<file path="config.mk">
export PLATFORM = sky130hd
export DESIGN_NAME = sbds_datapath
export DESIGN_NICKNAME = d
export VERILOG_FILES = /design/src/sbds_pkg.sv /design/src/sbds_datapath.sv
export SDC_FILE = /design/constraint.sdc
export NUM_CORES = 1
export LEC_CHECK = 0
export ABC_AREA = 0
export BUFFER_PORTS_ARGS = -buffer_cell sky130_fd_sc_hd__buf_2
export CORE_MARGIN = 3
export CORE_UTILIZATION = 60
export CTS_CLUSTER_SIZE = 12
export DETAILED_ROUTE_END_ITERATION = 10
export PLACE_DENSITY = 0.85
export SYNTH_ARGS = -nofsm -noshare
export SYNTH_HDL_FRONTEND = slang
export SYNTH_SLANG_ARGS = --single-unit
</file>
<file path="constraint.sdc">
create_clock -name clk -period 5.3 [get_ports clk]
set_clock_uncertainty 0.1 [all_clocks]
set_input_delay 0.53 -clock clk [delete_from_list [all_inputs] [get_ports clk]]
set_output_delay 0.53 -clock clk [all_outputs]
set_load 0.02 [all_outputs]
</file>
<file path="src/sbds_pkg.sv">
// sbds_pkg: opcodes, flag layout, reset values and timing for the subtract/decrement datapath
// assumes a core decoder that presents one of these opcodes with its operand
`default_nettype none
package sbds_pkg;
    localparam int DATA_W = 8;
    typedef enum logic [1:0] {
        SBDS_OP_NONE = 2'h0,
        SBDS_OP_SUB_BORROW_TO_ACC = 2'h1,
        SBDS_OP_SUB_BORROW_TO_MEM = 2'h2,
        SBDS_OP_DEC_SKIP_IF_ZERO = 2'h3
    } sbds_op_type;
    typedef enum logic [1:0] {
        SBDS_ST_IDLE = 2'h0,
        SBDS_ST_EXEC = 2'h1,
        SBDS_ST_DUMMY = 2'h3
    } sbds_state_type;
    // flag vector bit positions
    localparam int FLAG_C = 0;
    localparam int FLAG_AUX = 1;
    localparam int FLAG_Z = 2;
    localparam int FLAG_OVF = 3;
    localparam logic [DATA_W-1:0] ACCUM_RESET = 8'h00;
    localparam logic [3:0] FLAGS_RESET = 4'h0;
    localparam logic [DATA_W-1:0] DEC_STEP = 8'h01;
    // dummy cycles inserted by a taken skip
    localparam int SKIP_DUMMY_CYCLES = 1;
endpackage : sbds_pkg
`default_nettype wire

</file>
<file path="src/sbds_datapath.sv">
// sbds_datapath: execution of subtract-with-borrow (to accumulator or memory) and decrement-skip-if-zero
// assumes the decoder holds opStart for one cycle per instruction and waits while busy is high
`timescale 1ns/100ps
`default_nettype none
module sbds_datapath (
    // clock and reset
    input wire logic clk,
    input wire logic rst_b,
    // instruction request
    input wire logic opStart,
    input wire sbds_pkg::sbds_op_type opCode,
    input wire logic [sbds_pkg::DATA_W-1:0] memOperand,
    input wire logic [7:0] memAddr,
    // data memory write-back
    output logic memWrite,
    output logic [7:0] memWriteAddr,
    output logic [sbds_pkg::DATA_W-1:0] memWriteData,
    // architectural state and sequencing
    output logic [sbds_pkg::DATA_W-1:0] accumulator_reg,
    output logic carry_flag,
    output logic aux_carry_flag,
    output logic zero_flag,
    output logic overflow_flag,
    output logic skipNext,
    output logic busy,
    output logic done
);
    import sbds_pkg::*;

    // dummy-cycle counter load; two bits cover up to three inserted cycles
    localparam logic [1:0] DUMMY_LOAD = 2'(SKIP_DUMMY_CYCLES);

    // sequencing state and the operands captured when an instruction is taken
    sbds_state_type state;
    sbds_state_type next_state;
    sbds_op_type curOp;
    logic [DATA_W-1:0] opnd;
    logic [7:0] addr;
    logic [1:0] dummyLeft;

    // instruction decode
    wire logic isSubAcc = (curOp == SBDS_OP_SUB_BORROW_TO_ACC);
    wire logic isSubMem = (curOp == SBDS_OP_SUB_BORROW_TO_MEM);
    wire logic isSub = isSubAcc || isSubMem;
    wire logic isDec = (curOp == SBDS_OP_DEC_SKIP_IF_ZERO);
    wire logic inIdle = (state == SBDS_ST_IDLE);
    wire logic execNow = (state == SBDS_ST_EXEC);
    wire logic inDummy = (state == SBDS_ST_DUMMY);
    // a request with no opcode, or one that arrives while busy, is dropped without trace
    wire logic takeOp = inIdle && opStart && (opCode != SBDS_OP_NONE);

    // borrow-in comes from the flag register, so back-to-back subtracts
    // chain through the carry that the previous one left behind
    wire logic borrowIn = ~carry_flag;
    wire logic [DATA_W:0] diffWide = {1'b0, accumulator_reg} - {1'b0, opnd} - {{DATA_W{1'b0}}, borrowIn};
    wire logic [DATA_W-1:0] diff = diffWide[DATA_W-1:0];
    wire logic noBorrow = ~diffWide[DATA_W];
    // low nibble difference gives the half borrow behind the aux carry
    wire logic [4:0] lowNib = {1'b0, accumulator_reg[3:0]} - {1'b0, opnd[3:0]} - {4'h0, borrowIn};
    wire logic noHalfBorrow = ~lowNib[4];
    // signed overflow: operands of unlike sign and a result whose sign left the minuend's
    wire logic ovf = (accumulator_reg[DATA_W-1] ^ opnd[DATA_W-1]) & (accumulator_reg[DATA_W-1] ^ diff[DATA_W-1]);
    wire logic diffZero = (diff == 8'h00);

    // decrement and skip test
    wire logic [DATA_W-1:0] decVal = opnd - DEC_STEP;
    wire logic decZero = (decVal == 8'h00);
    wire logic skipTaken = execNow && isDec && decZero;
    // also leaves on an empty counter, so a zero load cannot hang the sequencer
    wire logic lastDummy = inDummy && (dummyLeft <= 2'h1);

    // update strobes and next values of the registered outputs
    wire logic accUpdate = execNow && isSubAcc;
    wire logic flagUpdate = execNow && isSub;
    wire logic next_memWrite = execNow && (isSubMem || isDec);
    wire logic [DATA_W-1:0] next_memWriteData = isDec ? decVal : diff;
    wire logic next_skipNext = skipTaken;
    wire logic next_busy = (next_state != SBDS_ST_IDLE);
    wire logic next_done = !inIdle && (next_state == SBDS_ST_IDLE);

    always_comb begin
        next_state = state;
        unique case (state)
            SBDS_ST_IDLE: begin
                if (takeOp) begin
                    next_state = SBDS_ST_EXEC;
                end
            end
            SBDS_ST_EXEC: begin
                // a zero decrement costs extra instruction cycles
                if (skipTaken) begin
                    next_state = SBDS_ST_DUMMY;
                end else begin
                    next_state = SBDS_ST_IDLE;
                end
            end
            SBDS_ST_DUMMY: begin
                // stay until the last owed dummy cycle has passed
                if (lastDummy) begin
                    next_state = SBDS_ST_IDLE;
                end
            end
            default: begin
                next_state = SBDS_ST_IDLE;
            end
        endcase
    end

    always_ff @(posedge clk or negedge rst_b) begin
        if (!rst_b) begin
            state <= SBDS_ST_IDLE;
        end else begin
            state <= next_state;
        end
    end

    // loaded as the skip is taken, counted down through the dummy state
    always_ff @(posedge clk or negedge rst_b) begin
        if (!rst_b) begin
            dummyLeft <= 2'h0;
        end else if (skipTaken) begin
            dummyLeft <= DUMMY_LOAD;
        end else if (inDummy) begin
            dummyLeft <= dummyLeft - 2'h1;
        end
    end

    // operands latch only on a take, so a dropped request cannot disturb one in flight
    always_ff @(posedge clk or negedge rst_b) begin
        if (!rst_b) begin
            curOp <= SBDS_OP_NONE;
            opnd <= 8'h00;
            addr <= 8'h00;
        end else if (takeOp) begin
            curOp <= opCode;
            opnd <= memOperand;
            addr <= memAddr;
        end
    end

    always_ff @(posedge clk or negedge rst_b) begin
        if (!rst_b) begin
            accumulator_reg <= ACCUM_RESET;
        end else if (accUpdate) begin
            accumulator_reg <= diff;
        end
    end

    // flags only move on subtracts; the decrement path never touches them
    always_ff @(posedge clk or negedge rst_b) begin
        if (!rst_b) begin
            carry_flag <= FLAGS_RESET[FLAG_C];
        end else if (flagUpdate) begin
            carry_flag <= noBorrow;
        end
    end

    always_ff @(posedge clk or negedge rst_b) begin
        if (!rst_b) begin
            aux_carry_flag <= FLAGS_RESET[FLAG_AUX];
        end else if (flagUpdate) begin
            aux_carry_flag <= noHalfBorrow;
        end
    end

    always_ff @(posedge clk or negedge rst_b) begin
        if (!rst_b) begin
            zero_flag <= FLAGS_RESET[FLAG_Z];
        end else if (flagUpdate) begin
            zero_flag <= diffZero;
        end
    end

    always_ff @(posedge clk or negedge rst_b) begin
        if (!rst_b) begin
            overflow_flag <= FLAGS_RESET[FLAG_OVF];
        end else if (flagUpdate) begin
            overflow_flag <= ovf;
        end
    end

    always_ff @(posedge clk or negedge rst_b) begin
        if (!rst_b) begin
            memWrite <= 1'b0;
        end else begin
            memWrite <= next_memWrite;
        end
    end

    // address and data load on every execute cycle, including accumulator subtracts that raise no memWrite
    always_ff @(posedge clk or negedge rst_b) begin
        if (!rst_b) begin
            memWriteAddr <= 8'h00;
        end else if (execNow) begin
            memWriteAddr <= addr;
        end
    end

    always_ff @(posedge clk or negedge rst_b) begin
        if (!rst_b) begin
            memWriteData <= 8'h00;
        end else if (execNow) begin
            memWriteData <= next_memWriteData;
        end
    end

    always_ff @(posedge clk or negedge rst_b) begin
        if (!rst_b) begin
            skipNext <= 1'b0;
        end else begin
            skipNext <= next_skipNext;
        end
    end

    always_ff @(posedge clk or negedge rst_b) begin
        if (!rst_b) begin
            busy <= 1'b0;
        end else begin
            busy <= next_busy;
        end
    end

    always_ff @(posedge clk or negedge rst_b) begin
        if (!rst_b) begin
            done <= 1'b0;
        end else begin
            done <= next_done;
        end
    end
endmodule : sbds_datapath
`default_nettype wire

</file>
# Word-level counts from Yosys, hierarchy flattened

Index checks and enable logic that the tools add are counted.

Flip-flop bits (word level): 54
Input port bits: 21
Output and inout port bits: 32
Logic and storage cells: 60

Add/sub/neg operators: 6
Magnitude comparators: 1
Equal/unequal tests: 5
Muxes and demuxes: 7
Bitwise gates (word level): 6
Reduce and logical (&&, ||, !) cells: 19

Operator list:

| cell                | number |
|---|---|
| $logic_not 8->1     | 2 |
| $mux 2              | 5 |
| $logic_and 1x1->1   | 9 |
| $sub 8x8->9         | 1 |
| $sub 9x1->9         | 1 |
| $mux 8              | 1 |
| $sub 8x1->8 const B | 1 |
| $eq 2x2->1 const B  | 3 |
| $pmux 2 s3          | 1 |
| $reduce_bool 2->1   | 3 |
| $sub 4x4->5         | 1 |
| $sub 5x1->5         | 1 |
| $eq 2x1->1 const B  | 2 |
| $logic_not 2->1     | 2 |
| $not 1->1           | 3 |
| $le 2x1->1 const B  | 1 |
| $logic_or 1x1->1    | 2 |
| $sub 2x1->2 const B | 1 |
| $xor 1x1->1         | 2 |
| $and 1x1->1         | 1 |
| $logic_not 1->1     | 1 |

# Longest topological paths before layout

Gate-level depths: netlist (run 1).

Word-level depth: 7
Gate-level depth with buffers: 9
Mapped depth without buffers: 9

# Worst setup path before layout (run 1)

Ideal clock, no wire load.

Kind: register -> register
Start point: reg accumulator_reg[0] in the netlist's numbering
End point: reg zero_flag
Library setup time: 0.122 ns
Arrival: 2.299 ns
Data required time: 5.078 ns
Setup slack: 2.779 ns
Cell stages (with the launch flop): 10
Path buffers: 0
Period minus slack after synthesis: 2.521 ns
Cells stage by stage: dfrtp_1 inv_1 fa_1 inv_1 ha_1 o21ai_0 a21oi_1 a31o_1 or2_1 a32o_1

Longest elaborated chain between the ends: 3

Ends and longest elaborated chain:

| item                     | RTL line             | RTL |
|---|---|---|
| start: declaration       | sbds_datapath.sv:19  | `output logic [sbds_pkg::DATA_W-1:0] accumulator_reg,` |
| start signal: assignment | sbds_datapath.sv:145 | `accumulator_reg <= diff;` |
| $sub 8x8->9              | sbds_datapath.sv:55  | `wire logic [DATA_W:0] diffWide = {1'b0, accumulator_reg} - {1'b0, opnd} - {{DATA_W{1'b0}}, borrowIn};` |
| $sub 9x1->9              | sbds_datapath.sv:55  |  |
| $logic_not 8->1          | sbds_datapath.sv:63  | `wire logic diffZero = (diff == 8'h00);` |
| end signal: assignment   | sbds_datapath.sv:168 | `zero_flag <= FLAGS_RESET[FLAG_Z];` |
| end signal: assignment   | sbds_datapath.sv:170 | `zero_flag <= diffZero;` |
| end: declaration         | sbds_datapath.sv:22  | `output logic zero_flag,` |

No other way between the ends.
A chain may end at the register's enable or synchronous reset.

# Final worst setup path (run 1)

Start point: reg opnd[0]
End point: reg zero_flag

Longest elaborated chain between the ends: 3

Ends and longest elaborated chain:

| item                     | RTL line             | RTL |
|---|---|---|
| start: declaration       | sbds_datapath.sv:37  | `logic [DATA_W-1:0] opnd;` |
| start signal: assignment | sbds_datapath.sv:136 | `opnd <= memOperand;` |
| $sub 8x8->9              | sbds_datapath.sv:55  |  |
| $sub 9x1->9              | sbds_datapath.sv:55  |  |
| $logic_not 8->1          | sbds_datapath.sv:63  |  |

No other way between the ends.

==> results of run 1 <==
per-stage QoR:
step                      area (sq um)  hold WS [ps]  util, %
final                             3330           218     74.0
after detailed placement          3220           361     71.4
after floorplan                   2910           134        -
after CTS                         3330           253     74.0
after global placement            3220           340     71.4
after global routing              3330           283     74.0
final timing paths:
kind,to,cells past startpoint
worst max-delay path,zero_flag,8
worst min-delay path,overflow_flag,2
worst max register to register,zero_flag,8
worst min register to register,memWriteAddr[7],2
max in group asynchronous,accumulator_reg[2],2
min in group clk,opnd[0],3
cells by family after synthesis:
| kind of cell | Yosys count | synth area share, % |
|---|---|---|
| and+or+nand+nor | 88 | 15.3 |
| DFF | 54 | 46.5 |
| AOI/OAI and AO/OA | 53 | 12.7 |
| buffers and inverters | 36 | 4.69 |
| adders and majority gates | 22 | 9.98 |
| muxes | 16 | 6.20 |
| xor gates and xnor gates | 14 | 4.69 |
placed cells by master (no fill, tap or decap), types with 3 or more instances in the layout:
cell type,instances
dfrtp_1,54
nand2_1,53
buf_2,52
inv_1,28
ha_1,20
o21ai_0,18
mux2_2,15
nor2_1,10
xnor2_1,9
a21oi_1,8
clkbuf_8,5
o31ai_1,4
xor2_1,4
nor3_1,3
nor4_1,3
o21ai_1,3
cell type report:
type / count / area, sq um / area share (%)
Multi-Input combinational cell: 193 / 1420 / 42.6
Sequential cell: 54 / 1350 / 40.5
Timing Repair Buffer: 54 / 275 / 8.26
Inverter: 28 / 105 / 3.15
Clock buffer: 5 / 68.8 / 2.06
Tap cell: 52 / 65.1 / 1.95
Clock inverter: 3 / 48.8 / 1.46
metal layers:
layer,track usage (%),vias up,share of wire [%]
met4,5.63,0,1.0
met5,0,-,0
li1,-,1061,-
met2,37.9,52,49
met3,3.43,8,4.7
met1,30.1,1014,45
power by group through the flow:
| stage | Sequential [mW] | Clock, mW | Combinational, mW |
|---|---|---|---|
| 4_1_cts | 0.612 | 0.292 | 1.12 |
| 3_5_place_dp | 0.619 | 0 | 1.11 |
| 2_1_floorplan | 0.710 | 0 | 0.718 |
| 5_1_grt | 0.630 | 0.309 | 1.23 |
| 3_3_place_gp | 0.613 | 0 | 1.08 |
| 6_report | 0.611 | 0.288 | 1.12 |
critical path, delay by kind of cell (launching register included):
| family | cells | cell delay [ps] |
|---|---|---|
| compound gates | 3 | 920 |
| fa+ha+maj | 2 | 630 |
| flops | 1 | 470 |
| simple gates | 2 | 320 |
| buf+inv | 1 | 60 |
==> results.md, run 1 <==
- Pwr dens: 605 nW/um^2
- Row count: 24
- Grt ovf: 0
- Worst skew pair latency: 310 ps
- Final period util: 48.6%
- CTS HTree Levels: 2
- Clock root cell: clkbuf_8
- Non-Filler Instances: 389
- Port bufs: 52
- FF-to-FF setup slack: 2720 ps
- CP Cell Sequence: fa_1 > inv_1 > fa_1 > nand2b_4 > a2111oi_4 > nor3b_1 > o2111a_1 > a32o_1
- Worst setup path startpoint: opnd[0]
- Global-route wire length before repair: 9590 um
- Max Cap Viol: 0
- Die Width: 75.6 um
- Largest net degree at the start of global routing: 55
- Leakage power: 1.67 nW
- Post-Place Cells: 381
- Final WL: 5970 um
- Number of DRC markers in iteration 0: 112
- Top-area cell type share of the netlist area: 46.5%
- Initial antenna violation count: 0
- CTS Buffer Depth: 2
- Synth Flop Type: dfrtp_1
- Layout cells sized above 1: 25.5%
- Crit-path slowest cell: dfrtp_1
- Hold-fix buffers at CTS: 0
- CP peak stage delay: 470 ps
- Critical Path AT: 2690 ps
- Vias in the first global route: 2,098
- Worst IR Drop VDD: 0.377 mV
- Warning count from the yosys run: 0
- Post-route ant nets: 0
- DIE HEIGHT: 75.6 um
- Clock transition at path regs: 100 ps
- Core Footprint: 4500 sq um
- NetSw: 0.893 mW
- WS Path Type: reg -> reg
- Crit path max fanout: 6
- Clock share of power: 14.3%
- Total Power: 2.02 mW
- Least-Margin Pin Slew: 767 ps
- Syn avg cell area: 10.3 sq um
- Layout area overhead: 14.7%
- Worst R2R Start: opnd[0]
- Fmax: 388 MHz
- FF+latch count, synth: 54
- Worst setup EP type: flop
- # Post-CTS Setup Buffers: 0
- # setup viols final: 0
- Slew Limit Fails: 0
- DRC viols: 0
- TNS Setup: 0 ps
- Placer Congestion: 0.813
- Cell internal pwr: 1.12 mW
- Post-synth EDFFs: 0
- Drt via density: 5.49
- Synth area leaders: dfrtp_1 46%, ha_1 8.6%, nand2_1 6.8%, mux2_2 5.8%, inv_1 3.6%
- CTS Buf Count: 5
- Ports: 53
- Switching Fraction: 44.3%
- Routed wire per std cell: 15.3 um
- CTS tree: built
- Most common cell on crit path: fa_1
- Fillers: 322
- Min Tclk post-route: 2580 ps
- Sequential share of power: 30.3%
- Critical Path RT: 5410 ps
- Sequential-to-total area share from yosys stat: 46.5%
- Startpoint Class: flop
- Distinct cells, synth: 50
- Drt first pass iters: 4
- Fin nets: 379
- Vias: 2,135
- Final Hold Viols: 0
- Clock sink total: 54
- Post-Synthesis Cells: 283
- Setup slack after layout: 2720 ps
- RSZ-0062 raised after global routing: no
- Async SR Flop Fraction: 100%
- Relative slew margins: 48.9%
- Detailed placement HPWL: 4500 um
- Netlist Area Pre-Place: 2910 sq um
- Comb power frac: 55.4%
- Pre-CTS worst setup slack: 2770 ps
- Diode count: 0
- Status: complete, no violations
- Cell with the most instances after synthesis: dfrtp_1
- DIE AREA: 5720 sq um
- Top post-synthesis cells by count: 54 x dfrtp_1, 53 x nand2_1, 28 x inv_1, 20 x ha_1, 18 x o21ai_0
- Area leader, netlist: dfrtp_1
- GRT Total Usage: 22.3%
- Cts repair resizes: 0
- Initial Util: 64.6%
- Hold Crit Class: in -> async
- Synth Net Count: 326
(Power assumes the default switching activity.)
==> inputs of run 2 (changes only) <==
Settings changed: CORE_UTILIZATION 60 to 50, PLACE_DENSITY 0.85 to 0.76.
Clock period 5.3 ns to 2.2 ns, I/O delays scaled along.
==> results.md, run 2 (synthesized netlist as in run 1, its figures left out) <==
- Vias in the first global route: 2,366
- Critical Path RT: 2310 ps
- Final WL: 7030 um
- Core Footprint: 5570 sq um
- CTS Buffer Depth: 2
- Hold path start: memOperand[0]
- WS Path Type: reg -> reg
- CTS tree: built
- DRC viols: 0
- Initial antenna violation count: 0
- Post-Place Cells: 448
- GRT Total Usage: 21.9%
- Worst Reg-to-Reg Cells: 9
- Crit path max fanout: 3
- Slew Limit Fails: 0
- Total Power: 6.38 mW
- Grt ovf: 0
- DIE AREA: 6770 sq um
- Placer Congestion: 0.946
- DIE HEIGHT: 82.3 um
- TNS Setup: -1010 ps
- Clock root cell: clkbuf_8
- Status: finished with violations
- Worst setup EP type: flop
- CP Cell Sequence: inv_2 > fa_2 > inv_2 > fa_2 > nand2b_4 > a2111oi_4 > nor3b_2 > o2111a_1 > a32o_1
- Leakage power: 1.95 nW
- Clock transition at path regs: 100 ps
- Worst skew pair latency: 310 ps
- CP delay by family, top: compound AO/OA/AOI/OAI gates
- Layout area overhead: 36.7%
- Number of DRC markers in iteration 0: 93
- Min Tclk post-route: 2390 ps
- Diode count: 0
- Layout cells sized above 1: 45.6%
- CTS Buf Count: 5
- Global-route wire length before repair: 11,200 um
- FF-to-FF setup slack: -190 ps
- Hold Worst Slack: 13.4 ps
- Crit-path slowest cell: dfrtp_2
- Worst IR Drop VDD: 1.06 mV
- Row count: 27
- Post-route design area: 3970 sq um
- Die Width: 82.3 um
- Worst R2R Start: accumulator_reg[0]
- # setup viols final: 10
- RSZ-0062 raised after global routing: yes
- Port bufs: 52
- Placed cell area: 3650 sq um
- Least-Margin Pin Slew: 524 ps
- Non-Filler Instances: 460
- Hold Crit Class: in -> reg
- CP peak stage delay: 420 ps
- Final period util: 109%
- Routed wire per std cell: 15.3 um
- Worst flop-to-flop path endpoint: zero_flag
- Drt first pass iters: 4
- Post-route ant nets: 0
- Relative slew margins: 65.1%
- Hold endpoint: opnd[0]
- Detailed placement HPWL: 5230 um
- Leading cell types in the layout, fill and taps excluded: 52 x nand2_1, 52 x buf_2, 49 x buf_4
- Ports: 53
- Fmax: 419 MHz
- Setup slack after layout: -188 ps
- Critical Path AT: 2500 ps
- Initial Util: 52.2%
- Final Hold Viols: 0
- Pwr dens: 1610 nW/um^2
- CTS HTree Levels: 2
- Largest net degree at the start of global routing: 35
- Startpoint Class: flop
- Number of buffers and inverters on the critical path: 2
- Max Cap Viol: 0
- Vias: 2,393
- Fin nets: 430
- Clock sink total: 54
- Violated checks: negative setup slack
- Drt via density: 5.20
- Hold Path Stages: 3
[run 2: per-stage QoR]
step	util (%)	setup WS, ps
after floorplan	-	-154
after global placement	65.6	-129
after detailed placement	65.6	-196
after CTS	69.7	-213
after global routing	71.3	-299
final	71.3	-188
[run 2: cell type report]
type | count | area, sq um
Fill cell | 414 | 1600
Timing Repair Buffer | 105 | 681
Tap cell | 72 | 90.1
Clock inverter | 2 | 38.8
Clock buffer | 6 | 82.6
Inverter | 28 | 105
Multi-Input combinational cell | 193 | 1620
Sequential cell | 54 | 1360
[run 2: worst max-delay path by stage]
| stage | start | endpoint | cells past startpoint |
|---|---|---|---|
| 2_1_floorplan | accumulator_reg[0] | zero_flag | 9 |
| 3_3_place_gp | accumulator_reg[0] | zero_flag | 9 |
| 3_5_place_dp | accumulator_reg[0] | zero_flag | 9 |
| 4_1_cts | accumulator_reg[0] | zero_flag | 9 |
| 5_1_grt | carry_flag | overflow_flag | 9 |
| 6_report | accumulator_reg[0] | zero_flag | 9 |
[run 2: timing repair]
action / in CTS / in global routing
gates resized for setup: 17 / 19
pin swaps: 14 / 15
hold buffers: 1 / 0
hold endpoints to repair: 20 / 0
buffers inserted: 1 / 2
setup endpoints to repair: 13 / 19
[run 2: per-layer routing]
layer	vias up	share of wire [%]	global-route usage (%)
met5	-	0	0
met4	0	2.0	6.64
met3	13	2.9	2.93
met2	49	51	39.0
met1	1163	44	27.6
li1	1168	-	-
[run 2: power by group]
part	switching (mW)	leakage [nW]	internal [mW]
sequential	0.157	0.656	1.27
clock	0.339	0.0618	0.375
combinational	2.12	1.24	2.12
[run 2: worst register-to-register path, stage by stage (launching register included)]
cell,delay (ps)
dfrtp_2,420
inv_2,70
fa_2,200
inv_2,40
fa_2,340
nand2b_4,160
a2111oi_4,380
nor3b_2,100
o2111a_1,240
a32o_1,240
==> inputs of run 3 (changes only) <==
Settings changed: CORE_ASPECT_RATIO from default to 1.5.
==> results.md, run 3 (synthesized netlist as in run 1, its figures left out) <==
- Routed wire per std cell: 16.7 um
- Fin nets: 428
- Clock share of power: 10.9%
- Post-route ant nets: 0
- Pwr dens: 1670 nW/um^2
- Clock sink total: 54
- CP peak stage delay: 430 ps
- CTS Buf Count: 5
- Non-Filler Instances: 456
- Max Cap Viol: 0
- Drt via density: 5.41
- DRC viols: 0
- Post-Place Cells: 443
- Leakage power: 1.94 nW
- # setup viols final: 10
- Critical Path Stages: 9
- Final WL: 7610 um
- Hold Crit Class: in -> reg
- Worst Reg-to-Reg Cells: 9
- Setup slack after layout: -287 ps
- Critical Path RT: 2320 ps
- Switching Fraction: 42.6%
- Post-route design area: 3930 sq um
- Worst R2R Start: opnd[3]
- Worst skew pair latency: 320 ps
- Vias: 2,466
- CTS tree: built
- Slew Limit Fails: 0
- Detailed placement HPWL: 5330 um
- Global-route wire length before repair: 11,700 um
- Clock root cell: clkbuf_8
- Drt first pass iters: 4
- Pre-CTS worst setup slack: -178 ps
- Min Tclk post-route: 2490 ps
- Clock transition at path regs: 110 ps
- Ports: 53
- Number of buffers and inverters on the critical path: 2
- Initial antenna violation count: 0
- Most common cell on crit path: o211ai_1
- Final period util: 113%
- Number of DRC markers in iteration 0: 93
- CP delay by family, top: compound AO/OA/AOI/OAI gates
- Layout area overhead: 35.3%
- Hold Path Stages: 2
- Status: finished with violations
- Worst setup EP type: flop
- Diode count: 0
- Commonest non-fill, non-tap cell in the layout: nand2_1
- Crit path max fanout: 5
- CP endpoint: zero_flag
- Leading cell types in the layout, fill and taps excluded: 53 x nand2_1, 52 x buf_2, 49 x buf_4
- Core Footprint: 5530 sq um
- Worst flop-to-flop path endpoint: zero_flag
- Cell internal pwr: 3.76 mW
- Final Hold Viols: 0
- Sequential share of power: 21.8%
- Layout cells sized above 1: 44.8%
- Die Width: 68.3 um
- Worst setup path startpoint: opnd[3]
- Placed cell area: 3620 sq um
- WS Path Type: reg -> reg
- Row count: 33
- FF-to-FF setup slack: -290 ps
- GRT Total Usage: 22.9%
- CTS HTree Levels: 2
- Relative slew margins: 58.3%
- Violated checks: negative setup slack
- DIE HEIGHT: 99.4 um
- Comb power frac: 67.3%
- Placer Congestion: 0.917
- NetSw: 2.79 mW
- DIE AREA: 6790 sq um
- Port bufs: 52
- Least-Margin Pin Slew: 624 ps
- Crit-path slowest cell: dfrtp_1
- RSZ-0062 raised after global routing: yes
- Fmax: 402 MHz
- CP Cell Sequence: ha_1 > inv_1 > ha_2 > buf_4 > o211ai_1 > o211ai_1 > a211oi_2 > or2_1 > a32o_1
- Worst IR Drop VDD: 0.791 mV
- Grt ovf: 0
- Final Util: 71.1%
- Initial Util: 52.6%
- Vias in the first global route: 2,562
- Largest net degree at the start of global routing: 25
- CTS Buffer Depth: 2
- Startpoint Class: flop
- Critical Path AT: 2610 ps
-- run 3: cell types whose count changed in the layout (fill, tap and decap cells not counted), sizes merged --
cell    change
clkbuf      -1
buf         -2
inv         +1
-- run 3: layer usage --
metal | vias up | share of wire, % | GRT usage [%]
li1 | 1155 | - | -
met1 | 1222 | 39 | 26.7
met2 | 69 | 54 | 39.5
met3 | 20 | 4.1 | 4.18
met4 | 0 | 3.1 | 10.7
met5 | - | 0 | 0
-- run 3: cell type report --
class / instances / area, sq um
multi-input cells: 193 / 1620
fillers: 437 / 1600
clock buffers: 5 / 68.8
clock inverters: 3 / 47.5
inverters: 28 / 105
well taps: 70 / 87.6
repair buffers: 103 / 649
flip-flops and latches: 54 / 1360
-- run 3: power groups by stage --
| stage | combinational (mW) | clock [mW] | sequential [mW] |
|---|---|---|---|
| floorplan | 1.84 | 0 | 1.73 |
| global placement | 3.55 | 0 | 1.43 |
| detailed placement | 3.64 | 0 | 1.44 |
| CTS | 3.99 | 0.716 | 1.43 |
| global route | 4.72 | 0.751 | 1.46 |
| finish | 4.42 | 0.712 | 1.43 |
-- run 3: how the worst min path moves through the flow --
stage	startpoint	endpoint	slack [ps]
5_1_grt	memAddr[7]	addr[7]	10
6_report	memAddr[7]	addr[7]	10
4_1_cts	memAddr[7]	addr[7]	8
2_1_floorplan	rst_b	accumulator_reg[0]	-180
3_5_place_dp	rst_b	accumulator_reg[2]	70
3_3_place_gp	rst_b	accumulator_reg[2]	70
-- run 3: worst register-to-register path: cells and delay by family (launching register included) --
family                     cells  cell delay, ps
AOI/OAI and AO/OA              4             690
adders and majority gates      2             690
buffers and inverters          2             200
DFF                            1             430
and+or+nand+nor                1             280
-- run 3: metrics by stage --
| step | total power, mW | hold WS (ps) | TNS, ps |
|---|---|---|---|
| final | 6.56 | 12.8 | -1920 |
| after global routing | 6.94 | 9.58 | -2990 |
| after CTS | 6.13 | 8.33 | -1130 |
| after detailed placement | 5.08 | 68.3 | -1170 |
| after global placement | 4.98 | 71.5 | -730 |
| after floorplan | 3.57 | -176 | -186 |
-- run 3: timing repair --
| action | 4_1_cts | 5_1_grt |
|---|---|---|
| setup endpoints to repair | 13 | 17 |
| endpoints found under the hold margin | 15 | 0 |
| hold buffers | 1 | 0 |
| resized for setup | 14 | 22 |
| setup buffers | 3 | 1 |
| pin swaps | 9 | 10 |
